**config.mk**
```make
export PLATFORM = sky130hd
export DESIGN_NAME = gls_ctrl
export DESIGN_NICKNAME = d
export VERILOG_FILES = /design/src/gls_pkg.sv /design/src/gls_ctrl.sv
export SDC_FILE = /design/constraint.sdc
export NUM_CORES = 1
export LEC_CHECK = 0
export ABC_AREA = 1
export BUFFER_PORTS_ARGS = -buffer_cell sky130_fd_sc_hd__buf_2
export CAP_MARGIN = 20
export CORE_MARGIN = 2
export CORE_UTILIZATION = 55
export DETAILED_ROUTE_END_ITERATION = 16
export PLACE_DENSITY = 0.76
export SYNTH_ARGS = -nofsm -noshare
export SYNTH_HDL_FRONTEND = slang
export SYNTH_SLANG_ARGS = --single-unit
export TNS_END_PERCENT = 1
```
**constraint.sdc**
```tcl
create_clock -name pclk -period 5 [get_ports pclk]
set_input_delay 0.75 -clock pclk [delete_from_list [all_inputs] [get_ports pclk]]
set_output_delay 0.75 -clock pclk [all_outputs]
set_load 0.01 [all_outputs]
```
**src/gls_pkg.sv**
```systemverilog
// Constants, field layout and state codes of the guard lock controller.
// Assumes a 20 MHz pclk and an APB master with 32-bit data.
//
// Function
// (RL1) Power-to-unlock: command high releases the lock, low keeps it locked.
// (RL2) Power-to-lock: command high engages the lock, low releases it.
// (RL3) Lock-monitored variant: unlocking turns both safety outputs off.
// (RL4) Lock-monitored variant: relocking with actuator present re-enables outputs.
// (RL5) Closed-monitored variant: only opening the guard turns outputs off.
// (RL6) Non-critical fault with outputs on: warning, diagnostic off, outputs stay.
// (RL7) Warning lasting thirty minutes switches the safety outputs off.
// (RL8) Latched fault clears on guard opening once its cause is gone.
// (RL9) Serial build: reset bit set then cleared clears the latched fault.
// (RL10) Untaught actuator after power-up: teach mode, green off, red on, 1 Hz.
// (RL11) Ten seconds into teach: short yellow blinks at 3 Hz request power-off.
// (RL12) No power-off within five minutes: abort, five red flashes.
// (RL13) After power returns, new code is stored only on renewed detection.
// (RL14) Single-teach variant refuses teaching once a code is stored.
// (RL15) Re-teachable variant teaches without limit; new code replaces old.
// (RL16) Re-teachable variant holds outputs off ten minutes after teaching.
// (RL17) Green blinks until inhibit elapsed and new actuator detected.
// (RL18) Power loss during inhibit restarts the full inhibit period.
// (RL19) Refuse to lock while the handle sits between its end positions.
// (RL20) Monitor must blank the outputs' test pulses of about one millisecond; gls_plc blanks only drops of up to BLANK-1 pclk cycles.
// (RL21) Monitor should allow 100 ms discrepancy; needs no cross-short check. gls_plc allows only BLANK-1 pclk cycles of discrepancy.
// (RL22) Red flashes one to six times per fault; steady red internal defect.
// (RL23) All slow timing from one prescaled timebase; timers restart at power-up.
// (RL24) Warning timer runs only while the cause persists, else clears.

package gls_pkg;

	// ----------------------------------------------------------------------
	// Timebase
	// ----------------------------------------------------------------------
	localparam int CLK_HZ      = 20_000_000;
	localparam int TB_MS       = 1;
	localparam int TICK_CYCLES = CLK_HZ / 1000 * TB_MS;
	localparam int TICK_W      = 16;
	localparam int TMR_W       = 22;

	// Times in their own units, then in timebase ticks
	localparam int T_TEACH_S      = 10;
	localparam int T_POWEROFF_MIN = 5;
	localparam int T_WARN_MIN     = 30;
	localparam int T_INHIBIT_MIN  = 10;
	localparam int TEACH_MS       = T_TEACH_S * 1000 / TB_MS;
	localparam int POWEROFF_MS    = T_POWEROFF_MIN * 60_000 / TB_MS;
	localparam int WARN_MS        = T_WARN_MIN * 60_000 / TB_MS;
	localparam int INHIBIT_MS     = T_INHIBIT_MIN * 60_000 / TB_MS;

	// Indicator rates
	localparam int F_SLOW_HZ     = 1;
	localparam int F_FAST_HZ     = 3;
	localparam int SLOW_MS       = 1000 / F_SLOW_HZ / TB_MS;
	localparam int FAST_MS       = 1000 / F_FAST_HZ / TB_MS;
	localparam int FAST_ON_MS    = 50 / TB_MS;
	localparam int SLOT_MS       = 250 / TB_MS;
	localparam int GAP_SLOTS     = 4;

	// ----------------------------------------------------------------------
	// Register map
	// ----------------------------------------------------------------------
	localparam logic [11:0] A_CTRL   = 12'h000;
	localparam logic [11:0] A_STATUS = 12'h004;
	localparam logic [11:0] A_CODE   = 12'h008;

	localparam int C_PTL    = 0;
	localparam int C_LOCKMON = 1;
	localparam int C_SD     = 2;
	localparam int C_INDIV  = 3;
	localparam int C_SINGLE = 4;
	localparam int C_SDRST  = 5;
	localparam int CTRL_W   = 6;
	localparam logic [CTRL_W-1:0] CTRL_RST = 6'h02;

	// Fault and warning codes, equal to the red flash count except F_INT, which shows steady red
	localparam logic [2:0] F_NONE   = 3'h0;
	localparam logic [2:0] F_OUT_A  = 3'h1;
	localparam logic [2:0] F_OUT_B  = 3'h2;
	localparam logic [2:0] F_CROSS  = 3'h3;
	localparam logic [2:0] F_TEMP   = 3'h4;
	localparam logic [2:0] F_ACT    = 3'h5;
	localparam logic [2:0] F_HANDLE = 3'h6;
	localparam logic [2:0] F_INT    = 3'h7;

	typedef enum logic [2:0] {
		ST_RUN      = 3'b000,
		ST_TEACH    = 3'b001,
		ST_TEACHOFF = 3'b010,
		ST_CONFIRM  = 3'b011,
		ST_INHIBIT  = 3'b100
	} gls_st_t;

endpackage

```
**src/gls_ctrl.sv**
```systemverilog
// Guard lock controller: lock drive, safety outputs, warnings, teach-in
// and indicators, with an APB register slave.
// Assumes all inputs synchronous to pclk; supply_ok low models loss of the
// device supply while stored codes survive like non-volatile memory.
//
// The implementer's own choices: register access over APB and the address map.
`timescale 1ns/10ps

module gls_ctrl #(
	parameter int unsigned TICK_CYCLES = gls_pkg::TICK_CYCLES,
	parameter int unsigned TEACH_MS    = gls_pkg::TEACH_MS,
	parameter int unsigned POWEROFF_MS = gls_pkg::POWEROFF_MS,
	parameter int unsigned WARN_MS     = gls_pkg::WARN_MS,
	parameter int unsigned INHIBIT_MS  = gls_pkg::INHIBIT_MS,
	parameter int unsigned CODE_W      = 8
) (
	input  wire logic              pclk,
	input  wire logic              presetn,
	input  wire logic              psel,
	input  wire logic              penable,
	input  wire logic              pwrite,
	input  wire logic [11:0]       paddr,
	input  wire logic [31:0]       pwdata,
	output logic      [31:0]       prdata,
	output logic                   pready,
	output logic                   pslverr,
	input  wire logic              supply_ok,
	input  wire logic              sol_cmd_in,
	input  wire logic              guard_closed,
	input  wire logic              lock_sensed,
	input  wire logic              actuator_present,
	input  wire logic [CODE_W-1:0] actuator_code,
	input  wire logic              handle_between,
	input  wire logic              temp_high,
	input  wire logic              ext_volt_a,
	input  wire logic              ext_volt_b,
	input  wire logic              cross_short,
	input  wire logic              internal_defect,
	output logic                   lock_drive,
	output logic                   safety_output_a,
	output logic                   safety_output_b,
	output logic                   diag_out,
	output logic                   led_green,
	output logic                   led_red,
	output logic                   led_yellow
);
	import gls_pkg::*;

	// ----------------------------------------------------------------------
	// Limits and checks
	// ----------------------------------------------------------------------
	localparam logic [TICK_W-1:0] TICK_LIM = TICK_W'(TICK_CYCLES - 1);
	localparam logic [TMR_W-1:0]  TEACH_L  = TMR_W'(TEACH_MS - 1);
	localparam logic [TMR_W-1:0]  POFF_L   = TMR_W'(POWEROFF_MS - 1);
	localparam logic [TMR_W-1:0]  WARN_L   = TMR_W'(WARN_MS - 1);
	localparam logic [TMR_W-1:0]  INHIB_L  = TMR_W'(INHIBIT_MS - 1);
	localparam logic [9:0]        SLOW_L   = 10'(SLOW_MS - 1);
	localparam logic [9:0]        SLOW_H   = 10'(SLOW_MS / 2);
	localparam logic [8:0]        FAST_L   = 9'(FAST_MS - 1);
	localparam logic [8:0]        FAST_ON  = 9'(FAST_ON_MS);
	localparam logic [7:0]        SLOT_L   = 8'(SLOT_MS - 1);

	if (TICK_CYCLES < 1 || TICK_CYCLES > 2 ** TICK_W || CODE_W < 1 ||
	    CODE_W > 16 || TEACH_MS < 1 || POWEROFF_MS < 1 || WARN_MS < 1 ||
	    INHIBIT_MS < 1 || WARN_MS > 2 ** TMR_W || INHIBIT_MS >= 2 ** TMR_W ||
	    POWEROFF_MS > 2 ** TMR_W || TEACH_MS > 2 ** TMR_W) begin : g_chk
		$error("gls_ctrl: parameter out of range");
	end

	// ----------------------------------------------------------------------
	// State
	// ----------------------------------------------------------------------
	typedef struct packed {
		gls_st_t           st;
		logic [TICK_W-1:0] tick;
		logic [TMR_W-1:0]  tmr;
		logic [TMR_W-1:0]  wtmr;
		logic [9:0]        slow;
		logic [8:0]        fast;
		logic [7:0]        rms;
		logic [3:0]        rslot;
		logic [CODE_W-1:0] code;
		logic              code_vld;
		logic [CODE_W-1:0] pend;
		logic              inhibit;
		logic [2:0]        fault;
		logic [2:0]        warn;
		logic              sdrst_seen;
		logic              seen;
		logic [CTRL_W-1:0] ctrl;
		logic              lock;
		logic              sa;
		logic              sb;
		logic              diag;
		logic              green;
		logic              red;
		logic              yellow;
		logic              pready;
		logic              pslverr;
		logic [31:0]       prdata;
	} gls_state_t;

	gls_state_t s_q;
	gls_state_t s_d;

	// Warning cause to flash code; cross short wins over single outputs
	function automatic logic [2:0] warn_of(input logic t, input logic a,
	                                        input logic b, input logic x);
		if (x || (a && b))
			return F_CROSS;
		else if (a)
			return F_OUT_A;
		else if (b)
			return F_OUT_B;
		else if (t)
			return F_TEMP;
		else
			return F_NONE;
	endfunction

	logic              ms;
	logic              lock_cmd;
	logic              act_ok;
	logic              out_on;
	logic              apb_rd;
	logic [2:0]        cause;
	logic [2:0]        show;
	logic [3:0]        slot_end;

	// ----------------------------------------------------------------------
	// Next-state logic
	// ----------------------------------------------------------------------
	always_comb begin
		s_d = s_q;

		// One-millisecond timebase shared by every slow timer [RL23]
		ms = (s_q.tick == TICK_LIM);
		s_d.tick = ms ? '0 : s_q.tick + 1'b1;
		if (ms) begin
			s_d.slow = (s_q.slow == SLOW_L) ? '0 : s_q.slow + 1'b1;
			s_d.fast = (s_q.fast == FAST_L) ? '0 : s_q.fast + 1'b1;
			s_d.rms  = (s_q.rms == SLOT_L) ? '0 : s_q.rms + 1'b1;
			if (s_q.tmr != '1)
				s_d.tmr = s_q.tmr + 1'b1;
		end

		// Lock command polarity per build [RL1] [RL2]
		lock_cmd = s_q.ctrl[C_PTL] ? sol_cmd_in : ~sol_cmd_in;

		// Actuator accepted: any one when standard coded, else stored code
		act_ok = actuator_present && (!s_q.ctrl[C_INDIV] ||
		         (s_q.code_vld && actuator_code == s_q.code));

		// Teach-in sequence
		case (s_q.st)
			ST_RUN: begin
				s_d.tmr = '0;
				if (supply_ok && !s_q.seen && actuator_present &&
				    s_q.ctrl[C_INDIV]) begin
					s_d.seen = 1'b1;
					if (act_ok) begin
						s_d.st = ST_RUN;
					end else if (s_q.ctrl[C_SINGLE] && s_q.code_vld) begin
						s_d.fault = F_ACT; // Pairing is permanent [RL14]
					end else begin
						s_d.st   = ST_TEACH; // [RL10] [RL15]
						s_d.pend = actuator_code;
					end
				end
			end
			ST_TEACH: begin
				if (!supply_ok)
					s_d.st = ST_RUN;
				else if (ms && s_q.tmr == TEACH_L) begin
					s_d.st  = ST_TEACHOFF; // [RL11]
					s_d.tmr = '0;
				end
			end
			ST_TEACHOFF: begin
				if (!supply_ok) begin
					s_d.st = ST_CONFIRM;
				end else if (ms && s_q.tmr == POFF_L) begin
					s_d.st    = ST_RUN; // Abort as wrong actuator [RL12]
					s_d.fault = F_ACT;
				end
			end
			ST_CONFIRM: begin
				// Code only becomes active on renewed detection [RL13]
				if (supply_ok && actuator_present &&
				    actuator_code == s_q.pend) begin
					s_d.code     = s_q.pend; // Old code invalid [RL15]
					s_d.code_vld = 1'b1;
					s_d.seen     = 1'b1;
					s_d.tmr      = '0;
					s_d.st       = s_q.ctrl[C_SINGLE] ? ST_RUN : ST_INHIBIT;
					s_d.inhibit  = !s_q.ctrl[C_SINGLE]; // [RL16]
				end
			end
			ST_INHIBIT: begin
				if (!supply_ok) begin
					s_d.tmr = '0; // Full period again after outage [RL18]
				end else if (s_q.tmr > INHIB_L && act_ok) begin
					s_d.st      = ST_RUN; // [RL17]
					s_d.inhibit = 1'b0;
				end
			end
			default: s_d.st = ST_RUN;
		endcase
		if (!supply_ok)
			s_d.seen = 1'b0;

		out_on = supply_ok && s_q.st == ST_RUN && !s_q.inhibit &&
		         guard_closed && act_ok && s_q.fault == F_NONE &&
		         (!s_q.ctrl[C_LOCKMON] || lock_sensed); // [RL3] [RL4] [RL5]

		// Warning only while the cause lasts; timer dies with it [RL24]
		cause = warn_of(temp_high, ext_volt_a, ext_volt_b, cross_short);
		if (cause == F_NONE || !supply_ok) begin
			s_d.warn = F_NONE;
			s_d.wtmr = '0;
		end else if (s_q.warn != F_NONE || s_q.sa) begin
			s_d.warn = cause; // [RL6]
			if (ms && s_q.warn != F_NONE) begin
				s_d.wtmr = s_q.wtmr + 1'b1;
				if (s_q.wtmr == WARN_L) begin
					s_d.fault = s_q.warn; // Delayed shutdown [RL7]
					s_d.warn  = F_NONE;
					s_d.wtmr  = '0;
				end
			end
		end

		// Fault clearing by guard opening or serial reset bit
		if (s_q.ctrl[C_SDRST])
			s_d.sdrst_seen = 1'b1;
		// A fault raised in this cycle wins over a clear
		if (s_q.fault != F_INT && cause == F_NONE &&
		    s_d.fault == s_q.fault) begin
			if (!guard_closed)
				s_d.fault = F_NONE; // [RL8]
			if (s_q.ctrl[C_SD] && s_q.sdrst_seen && !s_q.ctrl[C_SDRST])
				s_d.fault = F_NONE; // [RL9]
		end
		if (s_q.sdrst_seen && !s_q.ctrl[C_SDRST])
			s_d.sdrst_seen = 1'b0;
		if (internal_defect)
			s_d.fault = F_INT; // Immediate and not resettable

		// Lock drive refused in handle intermediate position [RL19]
		s_d.lock = supply_ok && lock_cmd && !handle_between;
		s_d.sa   = out_on;
		s_d.sb   = out_on;
		s_d.diag = out_on && s_d.warn == F_NONE &&
		           (lock_sensed || !lock_cmd); // [RL6]

		// Flash code: N pulses of one slot, then a gap [RL22]
		if (s_q.fault != F_NONE)
			show = s_q.fault;
		else if (s_q.warn != F_NONE)
			show = s_q.warn;
		else if (handle_between && lock_cmd)
			show = F_HANDLE;
		else
			show = F_NONE;
		slot_end = 4'({show, 1'b0}) + 4'(GAP_SLOTS - 1);
		if (ms && s_q.rms == SLOT_L)
			s_d.rslot = (s_q.rslot >= slot_end) ? '0 : s_q.rslot + 1'b1;
		if (show == F_INT)
			s_d.red = 1'b1;
		else
			s_d.red = show != F_NONE && !s_q.rslot[0] &&
			          s_q.rslot < 4'({show, 1'b0}); // [RL22]

		// Indicators by sequence state
		s_d.green  = supply_ok;
		s_d.yellow = 1'b0;
		case (s_q.st)
			ST_TEACH: begin
				s_d.green  = 1'b0; // [RL10]
				s_d.red    = 1'b1;
				s_d.yellow = s_q.slow < SLOW_H;
			end
			ST_TEACHOFF: begin
				s_d.green  = 1'b0;
				s_d.red    = 1'b1;
				s_d.yellow = s_q.fast < FAST_ON; // [RL11]
			end
			ST_INHIBIT:
				s_d.green = supply_ok && s_q.slow < SLOW_H; // [RL17]
			ST_RUN:
				if (s_q.fault == F_NONE && guard_closed)
					s_d.yellow = lock_sensed || s_q.slow < SLOW_H;
			default: s_d.green = 1'b0;
		endcase
		if (!supply_ok) begin
			s_d.red    = 1'b0;
			s_d.yellow = 1'b0;
		end

		// APB slave: one wait state, error on unmapped word
		apb_rd = psel && penable && !s_q.pready;
		s_d.pready  = apb_rd;
		s_d.pslverr = 1'b0;
		if (apb_rd) begin
			case (paddr)
				A_CTRL:   s_d.prdata = 32'(s_q.ctrl);
				A_STATUS: s_d.prdata = {16'h0000, s_q.wtmr[TMR_W-1:TMR_W-4],
				                        s_q.warn, s_q.fault, s_q.st,
				                        s_q.inhibit, s_q.code_vld, s_q.sa};
				A_CODE:   s_d.prdata = 32'(s_q.code);
				default: begin
					s_d.prdata  = 32'h0000_0000;
					s_d.pslverr = 1'b1;
				end
			endcase
		end
		if (psel && penable && s_q.pready && pwrite && paddr == A_CTRL)
			s_d.ctrl = pwdata[CTRL_W-1:0];
	end

	// ----------------------------------------------------------------------
	// State register
	// ----------------------------------------------------------------------
	always_ff @(posedge pclk or negedge presetn) begin
		if (!presetn) begin
			s_q      <= '0;
			s_q.st   <= ST_RUN;
			s_q.ctrl <= CTRL_RST;
		end else begin
			s_q <= s_d;
		end
	end

	assign prdata          = s_q.prdata;
	assign pready          = s_q.pready;
	assign pslverr         = s_q.pslverr;
	assign lock_drive      = s_q.lock;
	assign safety_output_a = s_q.sa;
	assign safety_output_b = s_q.sb;
	assign diag_out        = s_q.diag;
	assign led_green       = s_q.green;
	assign led_red         = s_q.red;
	assign led_yellow      = s_q.yellow;

	// ----------------------------------------------------------------------
	// Assertions
	// ----------------------------------------------------------------------
	property p_ptu_release;
		@(posedge pclk) disable iff (!presetn)
		(!s_q.ctrl[C_PTL] && sol_cmd_in) |=> !lock_drive;
	endproperty
	a_ptu_release: assert property (p_ptu_release) // [RL1]
		else $error("lock engaged with unlock command high");

	property p_ptl_release;
		@(posedge pclk) disable iff (!presetn)
		(s_q.ctrl[C_PTL] && !sol_cmd_in) |=> !lock_drive;
	endproperty
	a_ptl_release: assert property (p_ptl_release) // [RL2]
		else $error("lock engaged with lock command low");

	property p_unlock_off;
		@(posedge pclk) disable iff (!presetn)
		(s_q.ctrl[C_LOCKMON] && !lock_sensed) |=> !safety_output_a &&
		!safety_output_b;
	endproperty
	a_unlock_off: assert property (p_unlock_off) // [RL3]
		else $error("outputs on while unlocked");

	property p_open_off;
		@(posedge pclk) disable iff (!presetn)
		!guard_closed |=> !safety_output_a && !safety_output_b;
	endproperty
	a_open_off: assert property (p_open_off) // [RL5]
		else $error("outputs on with guard open");

	property p_warn_diag;
		@(posedge pclk) disable iff (!presetn)
		s_q.warn != F_NONE |-> !diag_out;
	endproperty
	a_warn_diag: assert property (p_warn_diag) // [RL6]
		else $error("diagnostic output on during warning");

	property p_fault_off;
		@(posedge pclk) disable iff (!presetn)
		$changed(s_q.fault) && s_q.fault != F_NONE ##1 s_q.fault != F_NONE
		|-> !safety_output_a;
	endproperty
	a_fault_off: assert property (p_fault_off) // [RL7]
		else $error("outputs on with latched fault");

	property p_handle;
		@(posedge pclk) disable iff (!presetn)
		handle_between |=> !lock_drive;
	endproperty
	a_handle: assert property (p_handle) // [RL19]
		else $error("lock engaged with handle between positions");

	property p_teach_led;
		@(posedge pclk) disable iff (!presetn)
		s_q.st == ST_TEACH ##1 s_q.st == ST_TEACH |-> !led_green && led_red;
	endproperty
	a_teach_led: assert property (p_teach_led) // [RL10]
		else $error("teach indication wrong");

	property p_inhibit;
		@(posedge pclk) disable iff (!presetn)
		s_q.inhibit |=> !safety_output_a;
	endproperty
	a_inhibit: assert property (p_inhibit) // [RL16]
		else $error("outputs on during inhibit");

	property p_single;
		@(posedge pclk) disable iff (!presetn)
		(s_q.ctrl[C_SINGLE] && s_q.code_vld) |=> $stable(s_q.code);
	endproperty
	a_single: assert property (p_single) // [RL14]
		else $error("stored code changed in single-teach variant");

	c_teach: cover property (@(posedge pclk) disable iff (!presetn)
		s_q.st == ST_TEACH ##1 s_q.st == ST_TEACHOFF);
	c_warn: cover property (@(posedge pclk) disable iff (!presetn)
		s_q.warn != F_NONE && safety_output_a);
	c_inhibit_done: cover property (@(posedge pclk) disable iff (!presetn)
		s_q.st == ST_INHIBIT ##1 s_q.st == ST_RUN);
	c_lock: cover property (@(posedge pclk) disable iff (!presetn)
		lock_drive && safety_output_a);

endmodule

```
==> impl_metrics.toml, run 1 <==
[power]
fin_total_pwr_mw = 3.068
power_density_nw_per_um2 = 325.1
cellLeakagePower_nw = 4.493
ir_worst_vdd_uv = 258.6

[floorplan]
core_sq_um = 15200
die_w_um = 128.6
num_rows = 45
die_h_um = 128.6
initial_utilization_pct = 56.16
dieArea_sq_um = 16530
ioPinCount = 109

[routing]
first_iter_violations = 512
vias_per_cell = 5.438
firstDrtPassIters = 5
vias = 7390
ant_nets = 0
wirelength_um = 18880
drt-wirelength-per-cell_um = 13.89
drc = 0

[logic_synthesis]
synth_cell_types = 54
ys_seq_area_share_pct = 43.98
syn-instance-count = 1103
synth_warnings = 0
synth.avg_cell_area_sq_um = 7.740
ys_seq_elements = 150
netlist_area_sq_um = 8537

[worst_setup_path]
worstSetupStartpointType = "flop"
r2r_start = "s_q[148]"
crit_path_max_incr_delay_ns = 0.50
cp.arrival_ns = 3.46
end_kind = "flop"
cp.required_ns = 5.31
crit_family = "simple AND/OR/NAND/NOR gates"
reg2reg_depth = 15
path_cells = "ha_1 -> nand2_1 -> nor2_2 -> nand2_2 -> inv_1 -> nand3_4 -> inv_4 -> nand2_4 -> nand2_1 -> inv_1 -> nor2_1 -> buf_4 -> inv_1 -> o21ai_0 -> a21oi_1"
critPathKind = "reg2reg"
crit_top_cell = "inv_1"
regToRegSetupSlack_ns = 1.85
worstReg2RegEnd = "s_q[115]"
cp_slowest_cell = "nand2_1"
cp.buffers_inverters = 5
cp_max_fo = 20

[clocking]
cts.path.max_buffers = 2
cts_tree = "yes"
clk_pin_slew_ns = 0.06
clkSinkCount = 150
cts_made_buffers = 17
cts-resized-gates = 0
insertion_delay_ns = 0.44
post_cts_buffers = 0
htree_levels = 4
cts_root_buffer = "clkbuf_16"
cts_hold_buf = 0

[placement]
dpl.cell_count = 1327
portBuffers = 66
hpwlAfterDp_um = 13760
post-place-ws_ns = 1.876
gp_congestion = 0.8979

[timing]
setup_ws_ns = 1.851
final_hold_viol_count = 0
rsz0062_at_grt = "no"
fin_crit_sh_pct = 62.98
fin_skew_ns = 0.01043
slew_violations = 0
worst-slew-pin-transition_ns = 0.9895
fmax_mhz = 317.5
tns_ns = 0
period_minus_slack_ns = 3.149
slew_headroom_pct = 34.03
setup_viol = 0

[grt]
grt_pass1_wl_um = 32400
grt_overflow_total = 0
grt_max_degree = 110
track_usage_pct = 24.39
grt_pass1_vias = 7013
antenna_found_initial = 1

[hold_path]
hp-class = "in2async"

[final_layout]
utilization_pct = 62.07
layout-drive-gt1-share_pct = 12.47
fillers = 1334
syn_to_final_growth_pct = 10.52
layout_commonest_cell = "nand2_1"
nets = 1244
fin_cells = 1359
final_cell_mix = "nand2_1, inv_1, dfrtp_1, nor2_1, a21oi_1"
n_antenna_cell = 0

[status]
status = "finished, final reports clean"

[flow_run]
max_cap_viol_count = 0
cell type report:
cell class                      count  area [sq um]  share of cell area [%]
Clock buffer                       17         425.4                   4.509
Multi-Input combinational cell    747          3867                   40.99
Timing Repair Buffer               68         351.6                   3.726
Clock inverter                     15         145.1                   1.538
Sequential cell                   150          3755                   39.80
Inverter                          174         655.6                   6.949
Tap cell                          188         235.2                   2.493
cells in the mapped netlist (all sizes together):
| cell type | instances | area, sq um |
|---|---|---|
| nand2 | 201 | 774.5 |
| inv | 171 | 644.4 |
| dfrtp | 149 | 3729 |
| nor2 | 129 | 525.5 |
| a21oi | 76 | 380.4 |
| nand3 | 68 | 372.9 |
| o21ai | 65 | 329.1 |
| nor3 | 53 | 300.3 |
| buf | 39 | 285.3 |
| nand4 | 23 | 150.1 |
| ha | 18 | 225.2 |
| nor4 | 16 | 112.6 |
| xor2 | 14 | 122.6 |
| o22ai | 13 | 81.33 |
| clkbuf | 8 | 30.03 |
| o31ai | 8 | 60.06 |
| a211oi | 5 | 37.54 |
| o211ai | 5 | 37.54 |
| a31oi | 4 | 25.02 |
| o2111ai | 4 | 35.03 |
| or2 | 4 | 25.02 |
| xnor2 | 4 | 35.03 |
| clkinv | 3 | 11.26 |
| mux2 | 3 | 33.78 |
| o21a | 3 | 22.52 |
| a22o | 2 | 17.52 |
| a2bb2oi | 2 | 17.52 |
| and3 | 2 | 12.51 |
| a21o | 1 | 7.510 |
| a221oi | 1 | 8.760 |
| a311oi | 1 | 8.760 |
| conb | 1 | 3.750 |
| dfstp | 1 | 26.28 |
| nand3b | 1 | 7.510 |
| nor3b | 1 | 7.510 |
| o21ba | 1 | 10.01 |
| o21bai | 1 | 7.510 |
| o32ai | 1 | 8.760 |
| or4 | 1 | 7.510 |
worst register-to-register path, cell delays in order, from the launching register on:
cell and delay (ns):
dfrtp_1 0.37, ha_1 0.20, nand2_1 0.09, nor2_2 0.10, nand2_2 0.09, inv_1 0.11, nand3_4 0.16, inv_4 0.22
nand2_4 0.10, nand2_1 0.50, inv_1 0.39, nor2_1 0.17, buf_4 0.20, inv_1 0.10, o21ai_0 0.11, a21oi_1 0.12
worst max-delay path by stage:
stage,start,cells after the start,end,slack [ns]
2_1_floorplan,sol_cmd_in,12,s_q[76],2.42
3_3_place_gp,ext_volt_a,13,s_q[115],1.90
3_5_place_dp,ext_volt_a,13,s_q[115],1.88
4_1_cts,s_q[148],15,s_q[115],1.84
6_report,s_q[148],15,s_q[115],1.85
5_1_grt,s_q[148],15,s_q[115],1.51
kinds of logic (layout without fill, tap and decap cells):
kind of cell / count (synthesis) / in the layout / share of synthesized area, %
multiplexers: 3 / 3 / 0.3957
flip-flops: 150 / 150 / 43.98
buffers and inverters: 221 / 274 / 11.37
adder cells (fa/ha/maj): 18 / 18 / 2.638
other: 1 / 16 / 0.04393
XOR/XNOR: 18 / 18 / 1.847
AO/OA/AOI/OAI: 193 / 193 / 12.82
AND/OR/NAND/NOR: 499 / 499 / 26.89
sequential cells by signal, summed over array words and instances (netlist names):
name             flops
pslverr              1
pready               1
led_red              1
lock_drive           1
diag_out             1
led_yellow           1
led_green            1
s_q                126
prdata              16
safety_output_b      1
per-layer routing:
metal  part of all wire (%)  wire length [um]  GRT usage (%)
met1                     46              8741          33.09
met2                     47              8924          39.36
met3                    4.4               836          5.613
met4                    1.9               361          7.417
met5                  0.079                15              0
metrics by stage:
stage / hold WS [ns] / instance area [sq um]
6_report: 0.4050 / 9435
3_3_place_gp: 0.4031 / 8865
3_5_place_dp: 0.4099 / 8865
5_1_grt: 0.4339 / 9435
2_1_floorplan: 0.4310 / 8593
4_1_cts: 0.4262 / 9435
where the power goes:
group	internal [mW]	leakage, nW	total [mW]	switching, mW
clock	0.695	0.277	1.23	0.539
sequential	1.27	2.00	1.32	0.0453
combinational	0.163	2.22	0.514	0.351
total	2.13	4.49	3.07	0.935
Note: power is estimated with default switching activity, not from simulation.
==> run 2, diff against run 1 <==
- CORE_UTILIZATION: 55 -> 53
- PLACE_DENSITY: 0.76 -> 0.77
- clock period: 5 -> 2.82 ns (I/O delays scaled with it)
==> impl_metrics.toml, run 2 (synthesis results as in run 1) <==
[status]
status = "finished, final reports clean"

[hold_path]
min-delay-start = "pwdata[1]"
hp-class = "in2reg"
holdPathStages = 3
hold_end = "s_q[42]"

[power]
cellLeakagePower_nw = 4.536
ir_worst_vdd_uv = 467.0
power_density_nw_per_um2 = 579.5
fin_total_pwr_mw = 5.538

[worst_setup_path]
r2r_start = "s_q[49]"
cp.required_ns = 3.18
regToRegSetupSlack_ns = 0.34
worstSetupStartpointType = "flop"
worstReg2RegEnd = "s_q[76]"
critPathKind = "reg2reg"
cp_max_fo = 4
reg2reg_depth = 13
cp.arrival_ns = 2.84
end_kind = "flop"

[final_layout]
regMostFlops = "s_q"
final_cell_mix = "nand2_1, inv_1, dfrtp_1, nor2_1, a21oi_1"
postLayoutCellArea_sq_um = 9557
nets = 1251
n_antenna_cell = 0
largest_reg_flops = 126
layout_commonest_cell = "nand2_1"
layout-drive-gt1-share_pct = 12.99
syn_to_final_growth_pct = 11.94
utilization_pct = 60.38
fin_cells = 1394

[floorplan]
ioPinCount = 109
dieArea_sq_um = 17140
initial_utilization_pct = 53.94
die_h_um = 130.9
num_rows = 46
core_sq_um = 15830
die_w_um = 130.9

[routing]
ant_nets = 0
drc = 0
vias = 7442
wl_met2_um = 9258
met3_length_um = 864
drt-wirelength-per-cell_um = 13.75
vias_per_cell = 5.339
wirelength_um = 19160
firstDrtPassIters = 5
m1WireLength_um = 8724
first_iter_violations = 560
top_layer = "met4"

[clocking]
post_cts_buffers = 0
clk_pin_slew_ns = 0.07
cts_made_buffers = 17
cts_tree = "yes"
cts.path.max_buffers = 2
clkSinkCount = 150
cts_root_buffer = "clkbuf_16"
insertion_delay_ns = 0.43
htree_levels = 4

[timing]
slew_headroom_pct = 63.42
fin_crit_sh_pct = 87.81
timing.hold.ws_ns = 0.2156
rsz0062_at_grt = "no"
final_hold_viol_count = 0
slew_violations = 0
fin_skew_ns = 0.01192
setup_viol = 0
setup_ws_ns = 0.3439
worst-slew-pin-transition_ns = 0.5472
fmax_mhz = 403.9
period_minus_slack_ns = 2.476
tns_ns = 0

[placement]
dpl-instance-area_sq_um = 8957
gp_congestion = 0.8966
hpwlAfterDp_um = 14180
post-place-ws_ns = 0.1916
portBuffers = 66
dpl.cell_count = 1361

[grt]
track_usage_pct = 22.78
antenna_found_initial = 0
grt_overflow_total = 0
grt_pass1_vias = 6745
grt_max_degree = 57
grt_pass1_wl_um = 31060

[flow_run]
max_cap_viol_count = 0
## run 2: cell count changes in the layout (fill, tap and decap cells not counted)
cell and delta:
a21oi_1 -1, a21oi_2 +1, buf_12 +1, buf_4 +5, clkinv_2 -2, clkinv_4 -2
dlygate4sd3_1 +1, inv_6 +1, inv_8 +3
## run 2: power breakdown
group          total, mW  internal [mW]  switching, mW
Combinational      0.948          0.312          0.635
Clock               2.25           1.26          0.997
Sequential          2.34           2.26         0.0788
## run 2: per-layer routing
layer	GRT usage (%)	vias up
met5	0	-
met1	30.29	3497
met4	7.009	0
met3	4.764	27
li1	-	3726
met2	37.71	192
## run 2: worst max-delay path: stages (launching register included)
cell	delay [ns]
dfrtp_1	0.36
inv_1	0.13
nand3_1	0.21
inv_1	0.19
nand2_1	0.09
o21ai_0	0.08
o21ai_0	0.12
ha_1	0.22
ha_1	0.27
inv_1	0.04
ha_1	0.28
a21oi_2	0.22
o22ai_1	0.11
a21oi_1	0.12
## run 2: final cells by class
class                      instances  area [sq um]
tap                              216         270.3
clock inverter                    15         160.2
inverter                         174         655.6
multi-input combinational        747          3871
fill                            1392          6271
timing repair buffer              75         419.2
sequential                       150          3755
clock buffer                      17         425.4
## run 2: how the worst max path moves through the flow
stage / from / endpoint / cells past startpoint / slack (ns)
floorplan: sol_cmd_in / s_q[76] / 12 / 0.56
global placement: sol_cmd_in / s_q[76] / 13 / 0.25
detailed placement: sol_cmd_in / s_q[76] / 13 / 0.19
CTS: s_q[51] / s_q[76] / 13 / 0.24
global route: s_q[49] / s_q[75] / 13 / 0.07
finish: s_q[49] / s_q[76] / 13 / 0.34
## run 2: what timing repair did
action / CTS / global route
gates resized for setup: 0 / 1
endpoints found under the setup margin: 0 / 1
hold endpoints to repair: 53 / 0
hold buffers: 1 / 0
